File: src/rtl/kwu_pkg.sv
package kwu_pkg;

    // register map
    localparam logic [15:0] KWU_ENABLE_OFS = 16'h0f9f;
    localparam logic [15:0] KWU_STATUS_OFS = 16'h0fa0;

    // key_wake_enable fields
    localparam int KWU_EN_LSB = 4;
    localparam int KWU_EN_MSB = 7;
    localparam logic [3:0] KWU_EN_RST = 4'h0;

    // status register fields
    localparam int KWU_ST_STANDBY = 0;
    localparam int KWU_ST_WARMUP = 1;
    localparam int KWU_ST_RELM = 2;
    localparam int KWU_ST_PIN_LSB = 4;

    // idle and unmapped read value
    localparam logic [7:0] KWU_RDATA_IDLE = 8'h00;

    // release-method select of system_control_one
    localparam logic KWU_RELM_EDGE = 1'b0;
    localparam logic KWU_RELM_LEVEL = 1'b1;

    // warm-up timing
    localparam int KWU_CLK_PERIOD_NS = 10;
    localparam int KWU_WARMUP_NS = 2000;
    localparam int KWU_WARMUP_CYC = (KWU_WARMUP_NS + KWU_CLK_PERIOD_NS - 1) / KWU_CLK_PERIOD_NS;
    localparam logic [7:0] KWU_WARMUP_LOAD = 8'(KWU_WARMUP_CYC - 1);

    typedef enum logic [1:0] {
        KWU_RUN = 2'b00,
        KWU_STANDBY = 2'b01,
        KWU_WARMUP = 2'b10
    } kwu_state_t;

    typedef struct packed {
        logic [15:0] addr;
        logic [7:0] wdata;
        logic wr;
        logic rd;
    } kwu_bus_req_t;

endpackage : kwu_pkg

File: src/rtl/kwu_key_wakeup.sv
`timescale 1ns/10ps

module kwu_key_wakeup (
    input wire logic ref_clk,
    input wire logic rst_n,
    input wire kwu_pkg::kwu_bus_req_t bus_req,
    output logic [7:0] reg_rdata_r,
    input wire logic [3:0] key_wake_pin,
    input wire logic standby_exit_pin,
    input wire logic release_mode,
    input wire logic stop_request,
    output logic osc_stop_r,
    output logic warmup_r,
    output logic cpu_resume_r
);

    function automatic logic addr_hit(input logic [15:0] a, input logic [15:0] ofs);
        addr_hit = (a == ofs);
    endfunction : addr_hit

    kwu_pkg::kwu_state_t state_r;
    kwu_pkg::kwu_state_t state_nxt;
    logic [3:0] en_r;
    logic [3:0] en_nxt;
    logic [7:0] warm_cnt_r;
    logic [7:0] warm_cnt_nxt;
    logic wake_meta_r;
    logic wake_sync_r;
    logic [7:0] rdata_nxt;

    wire wr_enable = bus_req.wr && addr_hit(bus_req.addr, kwu_pkg::KWU_ENABLE_OFS);
    wire rd_status = bus_req.rd && addr_hit(bus_req.addr, kwu_pkg::KWU_STATUS_OFS);
    wire level_mode = (release_mode == kwu_pkg::KWU_RELM_LEVEL);
    wire in_standby = (state_r == kwu_pkg::KWU_STANDBY);
    wire warm_done = (state_r == kwu_pkg::KWU_WARMUP) && (warm_cnt_r == 8'h00);

    // per-pin release terms, purely combinational since the clock is
    // stopped in standby
    wire [3:0] key_low;
    wire [3:0] key_hit;
    genvar gi;
    generate
        for (gi = 0; gi < 4; gi++) begin : g_key
            // enabled pin pulled low, seen in either release mode
            assign key_low[gi] = en_r[gi] & ~key_wake_pin[gi];
            // key pins cannot release standby in edge mode; they must not be used there
            assign key_hit[gi] = key_low[gi] & level_mode;
        end
    endgenerate

    // exit pin always releases; low at entry so any high in standby is
    // also the rising edge that edge mode asks for
    wire wake_now = standby_exit_pin | (|key_hit);

    // entry check is mode-blind: a low enabled key skips standby even in edge mode
    wire entry_block = standby_exit_pin | (|key_low);

    // status readback shows live block state
    wire [7:0] status_word = {key_wake_pin, 1'b0, release_mode,
                              (state_r == kwu_pkg::KWU_WARMUP), in_standby};

    // enables only ever change through a write or a reset
    assign en_nxt = wr_enable ? bus_req.wdata[kwu_pkg::KWU_EN_MSB:kwu_pkg::KWU_EN_LSB]
                              : en_r;

    // write-only enables: that address reads as idle value
    assign rdata_nxt = rd_status ? status_word : kwu_pkg::KWU_RDATA_IDLE;

    always_comb begin
        state_nxt = state_r;
        warm_cnt_nxt = warm_cnt_r;
        case (state_r)
            kwu_pkg::KWU_RUN: begin
                if (stop_request) begin
                    if (entry_block) begin
                        state_nxt = kwu_pkg::KWU_WARMUP;
                        warm_cnt_nxt = kwu_pkg::KWU_WARMUP_LOAD;
                    end else begin
                        state_nxt = kwu_pkg::KWU_STANDBY;
                    end
                end
            end
            kwu_pkg::KWU_STANDBY: begin
                if (wake_sync_r) begin
                    state_nxt = kwu_pkg::KWU_WARMUP;
                    warm_cnt_nxt = kwu_pkg::KWU_WARMUP_LOAD;
                end
            end
            kwu_pkg::KWU_WARMUP: begin
                if (warm_done) begin
                    state_nxt = kwu_pkg::KWU_RUN;
                end else begin
                    warm_cnt_nxt = warm_cnt_r - 8'h01;
                end
            end
            default: begin
                state_nxt = kwu_pkg::KWU_RUN;
                warm_cnt_nxt = 8'h00;
            end
        endcase
    end

    always_ff @(posedge ref_clk) begin
        if (!rst_n) begin
            en_r <= kwu_pkg::KWU_EN_RST;
            reg_rdata_r <= kwu_pkg::KWU_RDATA_IDLE;
        end else begin
            en_r <= en_nxt;
            reg_rdata_r <= rdata_nxt;
        end
    end

    // two-flop resync of the asynchronous wake level; cleared outside
    // standby so a level seen before entry cannot fake a release
    always_ff @(posedge ref_clk) begin
        if (!rst_n || !in_standby) begin
            wake_meta_r <= 1'b0;
            wake_sync_r <= 1'b0;
        end else begin
            wake_meta_r <= wake_now;
            wake_sync_r <= wake_meta_r;
        end
    end

    always_ff @(posedge ref_clk) begin
        if (!rst_n) begin
            state_r <= kwu_pkg::KWU_RUN;
            warm_cnt_r <= 8'h00;
            osc_stop_r <= 1'b0;
            warmup_r <= 1'b0;
            cpu_resume_r <= 1'b0;
        end else begin
            state_r <= state_nxt;
            warm_cnt_r <= warm_cnt_nxt;
            osc_stop_r <= (state_nxt == kwu_pkg::KWU_STANDBY);
            warmup_r <= (state_nxt == kwu_pkg::KWU_WARMUP);
            cpu_resume_r <= warm_done;
        end
    end

    a_enable_reset_zero: assert property (
        @(posedge ref_clk) disable iff (!rst_n)
        $past(!rst_n) && !$past(wr_enable) |-> en_r == 4'h0)
        else $error("enables not zero after reset");

    a_enable_write_take: assert property (
        @(posedge ref_clk) disable iff (!rst_n)
        wr_enable |=> en_r == $past(bus_req.wdata[7:4]))
        else $error("enable write not taken from bits 7..4");

    a_enable_read_hidden: assert property (
        @(posedge ref_clk) disable iff (!rst_n)
        bus_req.rd && addr_hit(bus_req.addr, kwu_pkg::KWU_ENABLE_OFS)
        |=> reg_rdata_r == 8'h00)
        else $error("enable register readable");

    a_entry_blocked_wake: assert property (
        @(posedge ref_clk) disable iff (!rst_n)
        state_r == kwu_pkg::KWU_RUN && stop_request && entry_block
        |=> state_r == kwu_pkg::KWU_WARMUP && !osc_stop_r && warmup_r)
        else $error("standby entered despite active wake source");

    a_exit_pin_always: assert property (
        @(posedge ref_clk) disable iff (!rst_n)
        state_r == kwu_pkg::KWU_RUN && stop_request && standby_exit_pin
        |=> !osc_stop_r)
        else $error("exit pin did not block standby");

    a_entry_standby_ok: assert property (
        @(posedge ref_clk) disable iff (!rst_n)
        state_r == kwu_pkg::KWU_RUN && stop_request && !entry_block
        |=> osc_stop_r && state_r == kwu_pkg::KWU_STANDBY)
        else $error("standby not entered");

    a_key_release_lat: assert property (
        @(posedge ref_clk) disable iff (!rst_n)
        (in_standby && wake_now)[*3] |=> state_r == kwu_pkg::KWU_WARMUP && !osc_stop_r)
        else $error("held wake level did not release standby in three cycles");

    a_standby_holds_quiet: assert property (
        @(posedge ref_clk) disable iff (!rst_n)
        in_standby && !wake_sync_r |=> in_standby && osc_stop_r)
        else $error("standby left without synchronised wake");

    a_warmup_resume: assert property (
        @(posedge ref_clk) disable iff (!rst_n)
        warm_done |=> cpu_resume_r && state_r == kwu_pkg::KWU_RUN
        ##1 !cpu_resume_r)
        else $error("resume pulse wrong at warm-up end");

    a_edge_mode_keys: assert property (
        @(posedge ref_clk) disable iff (!rst_n)
        !level_mode |-> key_hit == 4'h0)
        else $error("key pin acted in edge release mode");

    a_edge_key_ignored: assert property (
        @(posedge ref_clk) disable iff (!rst_n)
        !level_mode && !standby_exit_pin |-> !wake_now)
        else $error("key pin woke the block in edge release mode");

    a_enable_held_idle: assert property (
        @(posedge ref_clk) disable iff (!rst_n)
        !wr_enable |=> en_r == $past(en_r))
        else $error("enables changed without a write");

    a_disabled_key_quiet: assert property (
        @(posedge ref_clk) disable iff (!rst_n)
        !standby_exit_pin && key_low == 4'h0 |-> !wake_now)
        else $error("disabled or high key pin raised a wake");

    a_read_idle_zero: assert property (
        @(posedge ref_clk) disable iff (!rst_n)
        !rd_status |=> reg_rdata_r == kwu_pkg::KWU_RDATA_IDLE)
        else $error("read data not idle outside a status read");

    a_status_read_data: assert property (
        @(posedge ref_clk) disable iff (!rst_n)
        rd_status |=> reg_rdata_r == $past(status_word))
        else $error("status read data wrong");

    a_osc_tracks_state: assert property (
        @(posedge ref_clk) disable iff (!rst_n)
        osc_stop_r == in_standby)
        else $error("oscillator stop flag out of step with standby");

    a_standby_after_stop: assert property (
        @(posedge ref_clk) disable iff (!rst_n)
        !in_standby ##1 in_standby |-> $past(stop_request))
        else $error("standby entered without a stop request");

    a_standby_no_resume: assert property (
        @(posedge ref_clk) disable iff (!rst_n)
        in_standby |-> !warmup_r && !cpu_resume_r)
        else $error("warm-up or resume active in standby");

    a_level_key_wakes: assert property (
        @(posedge ref_clk) disable iff (!rst_n)
        level_mode && key_low != 4'h0 |-> wake_now)
        else $error("enabled low key pin gave no wake in level mode");

    a_exit_pin_wakes: assert property (
        @(posedge ref_clk) disable iff (!rst_n)
        standby_exit_pin |-> wake_now)
        else $error("exit pin high gave no wake");

    a_entry_key_low: assert property (
        @(posedge ref_clk) disable iff (!rst_n)
        state_r == kwu_pkg::KWU_RUN && stop_request && key_low != 4'h0
        |=> !osc_stop_r && warmup_r)
        else $error("low enabled key pin did not skip standby");

    a_warmup_entry_src: assert property (
        @(posedge ref_clk) disable iff (!rst_n)
        !warmup_r ##1 warmup_r |-> $past(stop_request) || $past(wake_sync_r))
        else $error("warm-up started without a cause");

    a_warmup_tracks_state: assert property (
        @(posedge ref_clk) disable iff (!rst_n)
        warmup_r == (state_r == kwu_pkg::KWU_WARMUP))
        else $error("warm-up flag out of step with state");

    a_warm_count_load: assert property (
        @(posedge ref_clk) disable iff (!rst_n)
        state_r != kwu_pkg::KWU_WARMUP ##1 state_r == kwu_pkg::KWU_WARMUP
        |-> warm_cnt_r == kwu_pkg::KWU_WARMUP_LOAD)
        else $error("warm-up count not loaded on entry");

    a_warm_count_step: assert property (
        @(posedge ref_clk) disable iff (!rst_n)
        state_r == kwu_pkg::KWU_WARMUP && warm_cnt_r != 8'h00
        |=> state_r == kwu_pkg::KWU_WARMUP && warm_cnt_r == $past(warm_cnt_r) - 8'h01)
        else $error("warm-up count did not step down");

    a_resume_after_done: assert property (
        @(posedge ref_clk) disable iff (!rst_n)
        cpu_resume_r |-> $past(warm_done))
        else $error("resume pulse without end of warm-up");

    a_resume_one_cycle: assert property (
        @(posedge ref_clk) disable iff (!rst_n)
        cpu_resume_r |=> !cpu_resume_r)
        else $error("resume pulse longer than one cycle");

    a_sync_clear_idle: assert property (
        @(posedge ref_clk) disable iff (!rst_n)
        !in_standby |=> !wake_meta_r && !wake_sync_r)
        else $error("wake synchroniser not cleared outside standby");

    a_sync_first_stage: assert property (
        @(posedge ref_clk) disable iff (!rst_n)
        in_standby |=> wake_meta_r == $past(wake_now))
        else $error("first sync stage missed the wake level");

    a_sync_second_stage: assert property (
        @(posedge ref_clk) disable iff (!rst_n)
        in_standby |=> wake_sync_r == $past(wake_meta_r))
        else $error("second sync stage missed the first");

endmodule : kwu_key_wakeup

File: config.mk
export PLATFORM = sky130hd
export DESIGN_NAME = kwu_key_wakeup
export DESIGN_NICKNAME = d
export VERILOG_FILES = /design/src/rtl/kwu_pkg.sv /design/src/rtl/kwu_key_wakeup.sv
export SDC_FILE = /design/constraint.sdc
export NUM_CORES = 1
export LEC_CHECK = 0
export BUFFER_PORTS_ARGS = -buffer_cell sky130_fd_sc_hd__buf_2
export CORE_ASPECT_RATIO = 1.75
export CORE_UTILIZATION = 43
export DETAILED_ROUTE_END_ITERATION = 7
export GPL_TIMING_DRIVEN = 0
export PLACE_DENSITY = 0.77
export SLEW_MARGIN = 40
export SYNTH_ARGS = -nofsm -noshare
export SYNTH_HDL_FRONTEND = slang
export SYNTH_SLANG_ARGS = --single-unit
File: constraint.sdc
create_clock -name ref_clk -period 1.7 [get_ports ref_clk]
set_clock_uncertainty 0.1 [all_clocks]
set_input_delay 0.255 -clock ref_clk [delete_from_list [all_inputs] [get_ports ref_clk]]
set_output_delay 0.255 -clock ref_clk [all_outputs]
set_load 0.05 [all_outputs]
==> results of run 1 <==
[critical path, delay by kind of cell (launching register included)]
family	cells	cell delay, ns
simple gates	1	0.08
flops	1	0.32
compound gates	3	1.05
[flip-flops by register name (all words and copies together) (netlist names)]
name          cells
wake_meta_r       1
wake_sync_r       1
en_r              4
warmup_r          1
warm_cnt_r        8
cpu_resume_r      1
reg_rdata_r       7
state_r           2
osc_stop_r        1
[cell usage in the layout, fill, tap and decap left out, drive strengths merged, types with 2 or more instances in the layout]
| master | instances |
|---|---|
| buf | 42 |
| dfxtp | 26 |
| nand2 | 12 |
| nor2 | 10 |
| and2 | 9 |
| nor2b | 8 |
| nand3 | 7 |
| inv | 7 |
| clkbuf | 7 |
| mux2i | 5 |
| nor3 | 5 |
| o21ai | 4 |
| and3 | 4 |
| a21oi | 3 |
| nor3b | 3 |
| nor4 | 2 |
| xnor2 | 2 |
| nand4b | 2 |
| a31oi | 2 |
[layout make-up]
| cell class | instances | area (sq um) |
|---|---|---|
| inverter | 7 | 31.28 |
| tap | 26 | 32.53 |
| buffer | 5 | 25.02 |
| fill | 218 | 975.9 |
| clock buffer | 3 | 41.29 |
| multi-input combinational | 96 | 680.7 |
| timing repair buffer | 41 | 207.7 |
| sequential | 26 | 528.0 |
| clock inverter | 1 | 30.03 |
[stage by stage]
stage	setup WS, ns	power [mW]	instance area, sq um	instances	setup TNS [ns]
CTS	0.006628	1.517	1555	204	0
finish	0.04165	1.538	1577	205	0
detailed placement	-0.1572	0.9766	1438	200	-0.7928
global route	-0.01376	1.602	1577	205	-0.01376
global placement	-0.1234	0.9652	1438	200	-0.4971
floorplan	0.005593	0.8889	1205	134	0
[where the power goes]
| group | internal, mW | switching (mW) | total, mW |
|---|---|---|---|
| Sequential | 0.641 | 0.0469 | 0.688 |
| Combinational | 0.163 | 0.176 | 0.339 |
| Clock | 0.315 | 0.195 | 0.511 |
| Total | 1.12 | 0.418 | 1.54 |
[layer usage]
metal / up-vias / share of wire, % / wire length, microns
met1: 531 / 35 / 979
li1: 562 / - / -
met4: 0 / 2.4 / 68
met5: - / 0 / 0
met3: 7 / 7.8 / 221
met2: 50 / 55 / 1552
[repair_timing]
item,in CTS,in global routing
resized for setup,11,8
pin swaps,1,3
endpoints found under the setup margin,8,8
setup buffers,0,1
hold buffers,0,0
[worst paths after layout]
path / startpoint / endpoint / slack (ns) / depth (start not counted)
max: en_r[0] / warm_cnt_r[1] / 0.04 / 4
min: release_mode / reg_rdata_r[2] / 0.09 / 2
min reg2reg: wake_meta_r / wake_sync_r / 0.38 / 1
max reg2reg: en_r[0] / warm_cnt_r[1] / 0.04 / 4
[cells by family after synthesis]
group / count (synthesis)
other: 1
AOI/OAI and AO/OA: 21
adders and majority gates: 1
DFF: 26
xor gates and xnor gates: 2
and+or+nand+nor: 66
muxes: 5
buffers and inverters: 12
==> impl_metrics.tcl, run 1 <==
set metrics [dict create \
    maximum_number_of_pins_on_one_net_before_global_route_repair 16 \
    setup_viol_count_final 0 \
    place.detailed.hpwl_microns 2166 \
    drtIter0Drc 30 \
    xor_xnor_cell_area_share_of_the_yosys_netlist_pct 1.468 \
    route.antenna.remaining_nets 0 \
    yosys_warnings 0 \
    die-width_microns 41.83 \
    layout-drive-gt1-share_pct 37.43 \
    synth_adder_area_share_pct 1.048 \
    outcome "complete, no violations" \
    max_clock_freq_ghz 0.6030 \
    max_stage_delay_ns 0.47 \
    worst-endpoint-required_ns 1.77 \
    numClockSinks 26 \
    cp_slowest_cell "sky130_fd_sc_hd__a222oi_1" \
    synth_simple_gate_area_share_pct 32.29 \
    final_nets 216 \
    pwr_density_cell_nw_per_um2 975.3 \
    grt_most_used_layer "met2" \
    grt_pass1_wl_microns 4698 \
    timing.final.max_slew_violations 0 \
    rsz0062_at_grt "yes" \
    syn-num-nets 170 \
    synth_cell_types 42 \
    post_synthesis_mux_area_share_pct 4.193 \
    routed_via_density 5.610 \
    design.portCount 46 \
    cts_tree "done" \
    wirelength_microns 2822 \
    yosysMostFrequentCell "sky130_fd_sc_hd__dfxtp_1" \
    drt_pre_antenna_iters 5 \
    grt_antenna_before_repair 0 \
    worst_hold_slack_ns 0.09393 \
    placeableCoreArea_sq_um 2552 \
    ys_ff_latch 26 \
    crit_arrival_ns 1.73 \
    gp_routability_congestion 0.9157 \
    combinational_family_with_the_most_area_after_synthesis "simple AND/OR/NAND/NOR gates" \
    global_route_track_usage_on_met2_pct 39.24 \
    setup.worst_path.start_class "flop" \
    cts-root-to-sink-buffers 2 \
    use_met3_pct 4.030 \
    hp-class "in -> reg" \
    timing.max_cap.violations 0 \
    critPathKind "reg -> reg" \
    row_count 24 \
    floorplan.die_area_sq_um 2999 \
    grt_overflow 0 \
    first_global_vias 1141 \
    detail_route.drc_violations 0 \
    place.port_buffers 40 \
    average_detailed_routed_wire_length_per_instance_microns 13.77 \
    synth_compound_gate_area_share_pct 12.89 \
    grt_use_total_pct 19.92 \
    syn-cell-area_sq_um 1194 \
    via_count 1150 \
    globalRouteMet1Util_pct 18.70 \
    synth_top_flop_cell "sky130_fd_sc_hd__dfxtp_1" \
    leading_post_synthesis_cells_by_instance_count "sky130_fd_sc_hd__dfxtp_1 (26), sky130_fd_sc_hd__nand2_1 (11), sky130_fd_sc_hd__nor2_1 (10)" \
    timing.final.crit_share_pct 97.55 \
    worst_voltage_drop_across_the_vdd_grid_mv 0.6416 \
    synth_top_cells_by_area "sky130_fd_sc_hd__dfxtp_1 (44%), sky130_fd_sc_hd__and2_1 (4.7%), sky130_fd_sc_hd__mux2i_1 (4.2%)" \
    portion_of_the_post_synthesis_area_used_by_sequential_elements_pct 43.61 \
    average_cell_area_after_synthesis_sq_um 8.908 \
    numCtsBuffers 3 \
    layout.core_utilization_pct 61.76 \
    synth_edf_count 0 \
    post_synth_inst_count 134 \
    die_height_microns 71.70 \
    worst_setup_hold_path_clk_slew_ns 0.09 \
    post-synth-top-area-cell "sky130_fd_sc_hd__dfxtp_1" \
    postSynth.asyncResetShare_pct 0 \
    path_max_fanout 5 \
    initial_utilization_pct 46.76 \
    cts_htree_levels 1 \
    antenna-diode-count 0 \
    post-route-min-period_ns 1.658 \
    crit_path_end_kind "flop" \
    synth_top_cell_area_share_pct 43.61 \
    area_growth_syn_to_layout_pct 32.08 \
    clock-root-buffer "sky130_fd_sc_hd__clkbuf_8" \
    power_leakage_nw 0.7445 \
    clk-insertion-delay-late_ns 0.27 \
    finalHoldViolCount 0 \
    path_cells "a222oi_1, a31o_2, nor2_1, o221a_2" \
]
No activity file was read; power rests on OpenSTA's default activity.
==> run 2: changes to the inputs <==
Settings changed: RECOVER_POWER from default to 25.
==> run 2 against run 1 <==
  * Flip-flop and latch count is the same
  * Clock power is essentially flat
  * Core utilization shrank 0.34 points
  * Maximum frequency is the same
  * Sequential share of layout area grew 0.19 points
  * Largest cell class unchanged
  * Largest power group unchanged
==> impl_metrics.tcl, run 2 (synthesized netlist as in run 1, its figures left out) <==
set metrics [dict create \
    max_flop_register "warm_cnt_r" \
    drt_pre_antenna_iters 5 \
    nFillCells 223 \
    max_clock_freq_ghz 0.6030 \
    max_stage_delay_ns 0.47 \
    placeableCoreArea_sq_um 2552 \
    drtIter0Drc 28 \
    rsz0062_at_grt "yes" \
    clk-insertion-delay-late_ns 0.27 \
    flip_flop_count_of_the_largest_register_after_layout 8 \
    antenna-diode-count 0 \
    timing.final.crit_share_pct 97.55 \
    routed_via_density 5.615 \
    numClockSinks 26 \
    finalHoldViolCount 0 \
    critPathKind "reg -> reg" \
    crit_path_end_kind "flop" \
    layout-drive-gt1-share_pct 33.52 \
    average_detailed_routed_wire_length_per_instance_microns 13.80 \
    timing.max_cap.violations 0 \
    final-instance-count-excl-fill 205 \
    worst_setup_hold_path_clk_slew_ns 0.09 \
    post-route-min-period_ns 1.658 \
    path_max_fanout 5 \
    maximum_number_of_pins_on_one_net_before_global_route_repair 16 \
    initial_utilization_pct 46.76 \
    timing.final.max_slew_violations 0 \
    final_nets 216 \
    die-width_microns 41.83 \
    route.antenna.remaining_nets 0 \
    numCtsBuffers 3 \
    timing_worst_slew_pin_value_ns 0.5949 \
    row_count 24 \
    layout_commonest_cell "sky130_fd_sc_hd__buf_2" \
    place.port_buffers 40 \
    place.detailed.hpwl_microns 2166 \
    design.portCount 46 \
    cts_tree "done" \
    final_cell_mix "sky130_fd_sc_hd__buf_2 (33), sky130_fd_sc_hd__dfxtp_1 (24), sky130_fd_sc_hd__nor2_1 (10), sky130_fd_sc_hd__nand2_1 (10)" \
    setup.worst_path.start_class "flop" \
    cp_slowest_cell "sky130_fd_sc_hd__a222oi_1" \
    floorplan.die_area_sq_um 2999 \
    grt_pass1_wl_microns 4698 \
    area_growth_syn_to_layout_pct 31.34 \
    setup_viol_count_final 0 \
    crit_arrival_ns 1.73 \
    pwr_density_cell_nw_per_um2 980.7 \
    grt_antenna_before_repair 0 \
    via_count 1151 \
    path_cells "a222oi_1, a31o_2, nor2_1, o221a_2" \
    power.total_mw 1.537 \
    cts_htree_levels 1 \
    cts_hold_buffers 0 \
    wirelength_microns 2828 \
    relSlewSlack_pct 60.51 \
    worst_voltage_drop_across_the_vdd_grid_mv 0.6416 \
    hp-class "in -> reg" \
    cts-root-to-sink-buffers 2 \
    die_height_microns 71.70 \
    first_global_vias 1141 \
    worst-endpoint-required_ns 1.77 \
    reg_top3 "warm_cnt_r x8, reg_rdata_r x7, en_r x4" \
    clock-root-buffer "sky130_fd_sc_hd__clkbuf_8" \
    detail_route.drc_violations 0 \
    place.detailed.instances 200 \
    grt_use_total_pct 19.92 \
    power_leakage_nw 0.7136 \
    gp_routability_congestion 0.9157 \
    outcome "complete, no violations" \
    grt_overflow 0 \
]
[run 2: cell count changes in the layout (fill, tap and decap cells not counted), sizes merged]
cell	change
clkbuf	+7
buf	-7
[run 2: per-stage QoR]
stage	worst slack (ns)	hold slack, ns	util (%)	instance area (sq um)	setup TNS [ns]
6_report	0.04165	0.09393	61.42	1568	0
4_1_cts	0.006628	0.09598	60.93	1555	0
2_1_floorplan	0.005593	0.2767	-	1205	0
5_1_grt	-0.01376	0.09895	61.42	1568	-0.01376
3_3_place_gp	-0.1234	0.3458	56.32	1438	-0.4971
3_5_place_dp	-0.1572	0.3666	56.32	1438	-0.7928
[run 2: final cells by class]
type	count	area, sq um	share of cell area [%]
Clock buffer	3	41.29	2.634
Inverter	7	31.28	1.995
Tap cell	26	32.53	2.075
Multi-Input combinational cell	96	680.7	43.42
Sequential cell	26	528.0	33.68
Clock inverter	1	30.03	1.915
Buffer	5	25.02	1.596
Timing Repair Buffer	41	198.9	12.69
[run 2: repair_timing]
action	in CTS	in global routing
pin swaps	1	3
resized for setup	11	8
buffers inserted	0	1
endpoints found under the setup margin	8	8
[run 2: worst paths after layout]
| path | depth (start not counted) | endpoint | from | slack (ns) |
|---|---|---|---|---|
| setup / recovery | 4 | warm_cnt_r[1] | en_r[0] | 0.04 |
| hold / removal | 2 | reg_rdata_r[2] | release_mode | 0.09 |
| setup reg to reg | 4 | warm_cnt_r[1] | en_r[0] | 0.04 |
| hold reg to reg | 1 | wake_sync_r | wake_meta_r | 0.38 |
[run 2: critical path, delay by kind of cell, from the launching register on]
| family | cells | cell delay [ns] |
|---|---|---|
| flip-flops | 1 | 0.32 |
| AO/OA/AOI/OAI | 3 | 1.05 |
| AND/OR/NAND/NOR | 1 | 0.08 |
[run 2: power by group]
part / internal (mW) / switching [mW] / total, mW
clock: 0.315 / 0.195 / 0.511
sequential: 0.641 / 0.0470 / 0.688
combinational: 0.162 / 0.176 / 0.339
[run 2: per-layer routing]
layer / track usage [%] / wire [microns] / vias up
met4: 9.319 / 68 / 0
met1: 18.70 / 982 / 533
met5: 0 / 0 / -
met2: 39.24 / 1553 / 50
li1: - / - / 561
met3: 4.030 / 224 / 7
==> run 3: changes to the inputs <==
Settings changed: SETUP_SLACK_MARGIN from default to 0.2.
==> run 3 against run 2 <==
  * Non-clock buffer count rose by 13
  * Cell area is 8.2% higher
  * Sequential share of layout area down 2.3 points
  * Hold slack improved by 0.0030 ns
  * Clock power is 32% lower
  * Via count rose by 6.8%
  * Die area unchanged
  * Register-to-register slack improved by 0.04 ns
  * Sequential power shrank 1%
  * Combinational power increased by 36%
  * Core utilization is 5.0 points higher
  * Power decreased by 3.2%
==> impl_metrics.tcl, run 3 (synthesized netlist as in run 1, its figures left out) <==
set metrics [dict create \
    reg_top3 "warm_cnt_r x8, reg_rdata_r x7, en_r x4" \
    drt_pre_antenna_iters 4 \
    cp_common_cell "sky130_fd_sc_hd__o21ai_1" \
    setup_viol_count_final 0 \
    place.detailed.hpwl_microns 2242 \
    cp_slowest_cell "sky130_fd_sc_hd__nor4_4" \
    pwr_density_cell_nw_per_um2 877.6 \
    timing.final.max_slew_violations 0 \
    relSlewSlack_pct 59.34 \
    timing.final.crit_share_pct 95.25 \
    clk-insertion-delay-late_ns 0.27 \
    power.total_mw 1.489 \
    hp-class "in -> reg" \
    max_stage_delay_ns 0.43 \
    average_detailed_routed_wire_length_per_instance_microns 15.20 \
    detail_route.drc_violations 0 \
    initial_utilization_pct 46.76 \
    worst-endpoint-required_ns 1.80 \
    postPlaceCellArea_sq_um 1484 \
    worst_voltage_drop_across_the_vdd_grid_mv 0.5634 \
    maximum_number_of_pins_on_one_net_before_global_route_repair 15 \
    fin_setup_tns_ns 0 \
    floorplan.die_area_sq_um 2999 \
    crit_arrival_ns 1.72 \
    grt_use_total_pct 20.91 \
    numClockSinks 26 \
    final_cell_mix "sky130_fd_sc_hd__buf_2 (32), sky130_fd_sc_hd__dfxtp_1 (22), sky130_fd_sc_hd__buf_4 (15)" \
    numCtsBuffers 3 \
    cts-root-to-sink-buffers 2 \
    rsz0062_at_grt "yes" \
    layout.core_utilization_pct 66.47 \
    path_cells "nor4_4, nand2_1, xnor2_1, o21ai_1, o21ai_1" \
    post-route-min-period_ns 1.619 \
    path_max_fanout 6 \
    power_leakage_nw 0.7760 \
    finalHoldViolCount 0 \
    grt_overflow 0 \
    crit_buf_inv 0 \
    max_clock_freq_ghz 0.6176 \
    first_global_vias 1156 \
    path_delay_family "simple AND/OR/NAND/NOR gates" \
    timing.max_cap.violations 0 \
    flip_flop_count_of_the_largest_register_after_layout 8 \
    gp_routability_congestion 0.9228 \
    clock-root-buffer "sky130_fd_sc_hd__clkbuf_8" \
    wirelength_microns 3314 \
    worst_setup_hold_path_clk_slew_ns 0.09 \
    via_count 1229 \
    cts_htree_levels 1 \
    outcome "complete, no violations" \
    routed_via_density 5.638 \
    timing_worst_slew_pin_value_ns 0.6125 \
    row_count 24 \
    setup.worst_path.start_class "flop" \
    drtIter0Drc 47 \
    grt_pass1_wl_microns 4864 \
    fin_area_sq_um 1697 \
    max_flop_register "warm_cnt_r" \
    crit_path_end_kind "flop" \
    final_nets 229 \
    cts_tree "done" \
    cts_hold_buffers 0 \
    area_growth_syn_to_layout_pct 42.14 \
    place.port_buffers 40 \
    die-width_microns 41.83 \
    antenna-diode-count 0 \
    layout-drive-gt1-share_pct 41.67 \
    die_height_microns 71.70 \
    route.antenna.remaining_nets 0 \
    grt_antenna_before_repair 0 \
    placeableCoreArea_sq_um 2552 \
    design.portCount 46 \
    critPathKind "reg -> reg" \
    layout_commonest_cell "sky130_fd_sc_hd__buf_2" \
]
## run 3: cell types whose count changed in the layout (fill, tap and decap cells not counted), moves of 2 or more
cell and change:
sky130_fd_sc_hd__nor2b_4 +2, sky130_fd_sc_hd__o21ai_0 -2, sky130_fd_sc_hd__clkbuf_1 +2, sky130_fd_sc_hd__o21ai_1 +2, sky130_fd_sc_hd__dfxtp_1 -2, sky130_fd_sc_hd__buf_4 +13
## run 3: per-layer routing
layer	track usage, %	routed length (microns)	vias to the layer above
met5	0	0	-
met4	15.77	190	0
met3	3.275	179	22
met2	37.50	1805	64
met1	20.94	1138	554
li1	-	-	589
## run 3: where the power goes
| part | internal [mW] | total (mW) | switching (mW) |
|---|---|---|---|
| sequential | 0.641 | 0.679 | 0.0383 |
| clock | 0.167 | 0.348 | 0.181 |
| combinational | 0.229 | 0.461 | 0.232 |
## run 3: final timing paths
path	from	end	slack [ns]	cells after the start
worst min register to register	wake_meta_r	wake_sync_r	0.38	1
worst max-delay path	warm_cnt_r[5]	warm_cnt_r[7]	0.08	5
worst max register to register	warm_cnt_r[5]	warm_cnt_r[7]	0.08	5
worst min-delay path	key_wake_pin[2]	reg_rdata_r[6]	0.1	2
## run 3: layout make-up
class / count / area (sq um)
repair buffers: 54 / 295.3
fillers: 207 / 855.8
plain buffers: 5 / 27.53
well taps: 26 / 32.53
inverters: 7 / 31.28
multi-input cells: 96 / 732.0
flip-flops and latches: 26 / 533.0
clock buffers: 4 / 45.04
## run 3: through the flow
step,setup WS [ns],std cells,hold slack [ns]
CTS,0.1456,213,0.09676
floorplan,0.05188,134,0.2767
global route,-0.03264,218,0.1073
detailed placement,-0.06127,200,0.3557
global placement,-0.03101,200,0.3508
finish,0.08078,218,0.09697
## run 3: repair_timing
action	CTS	global route
resized for setup	10	13
setup buffers	9	5
setup endpoints to repair	12	12
pin swaps	7	6
cloned	0	0
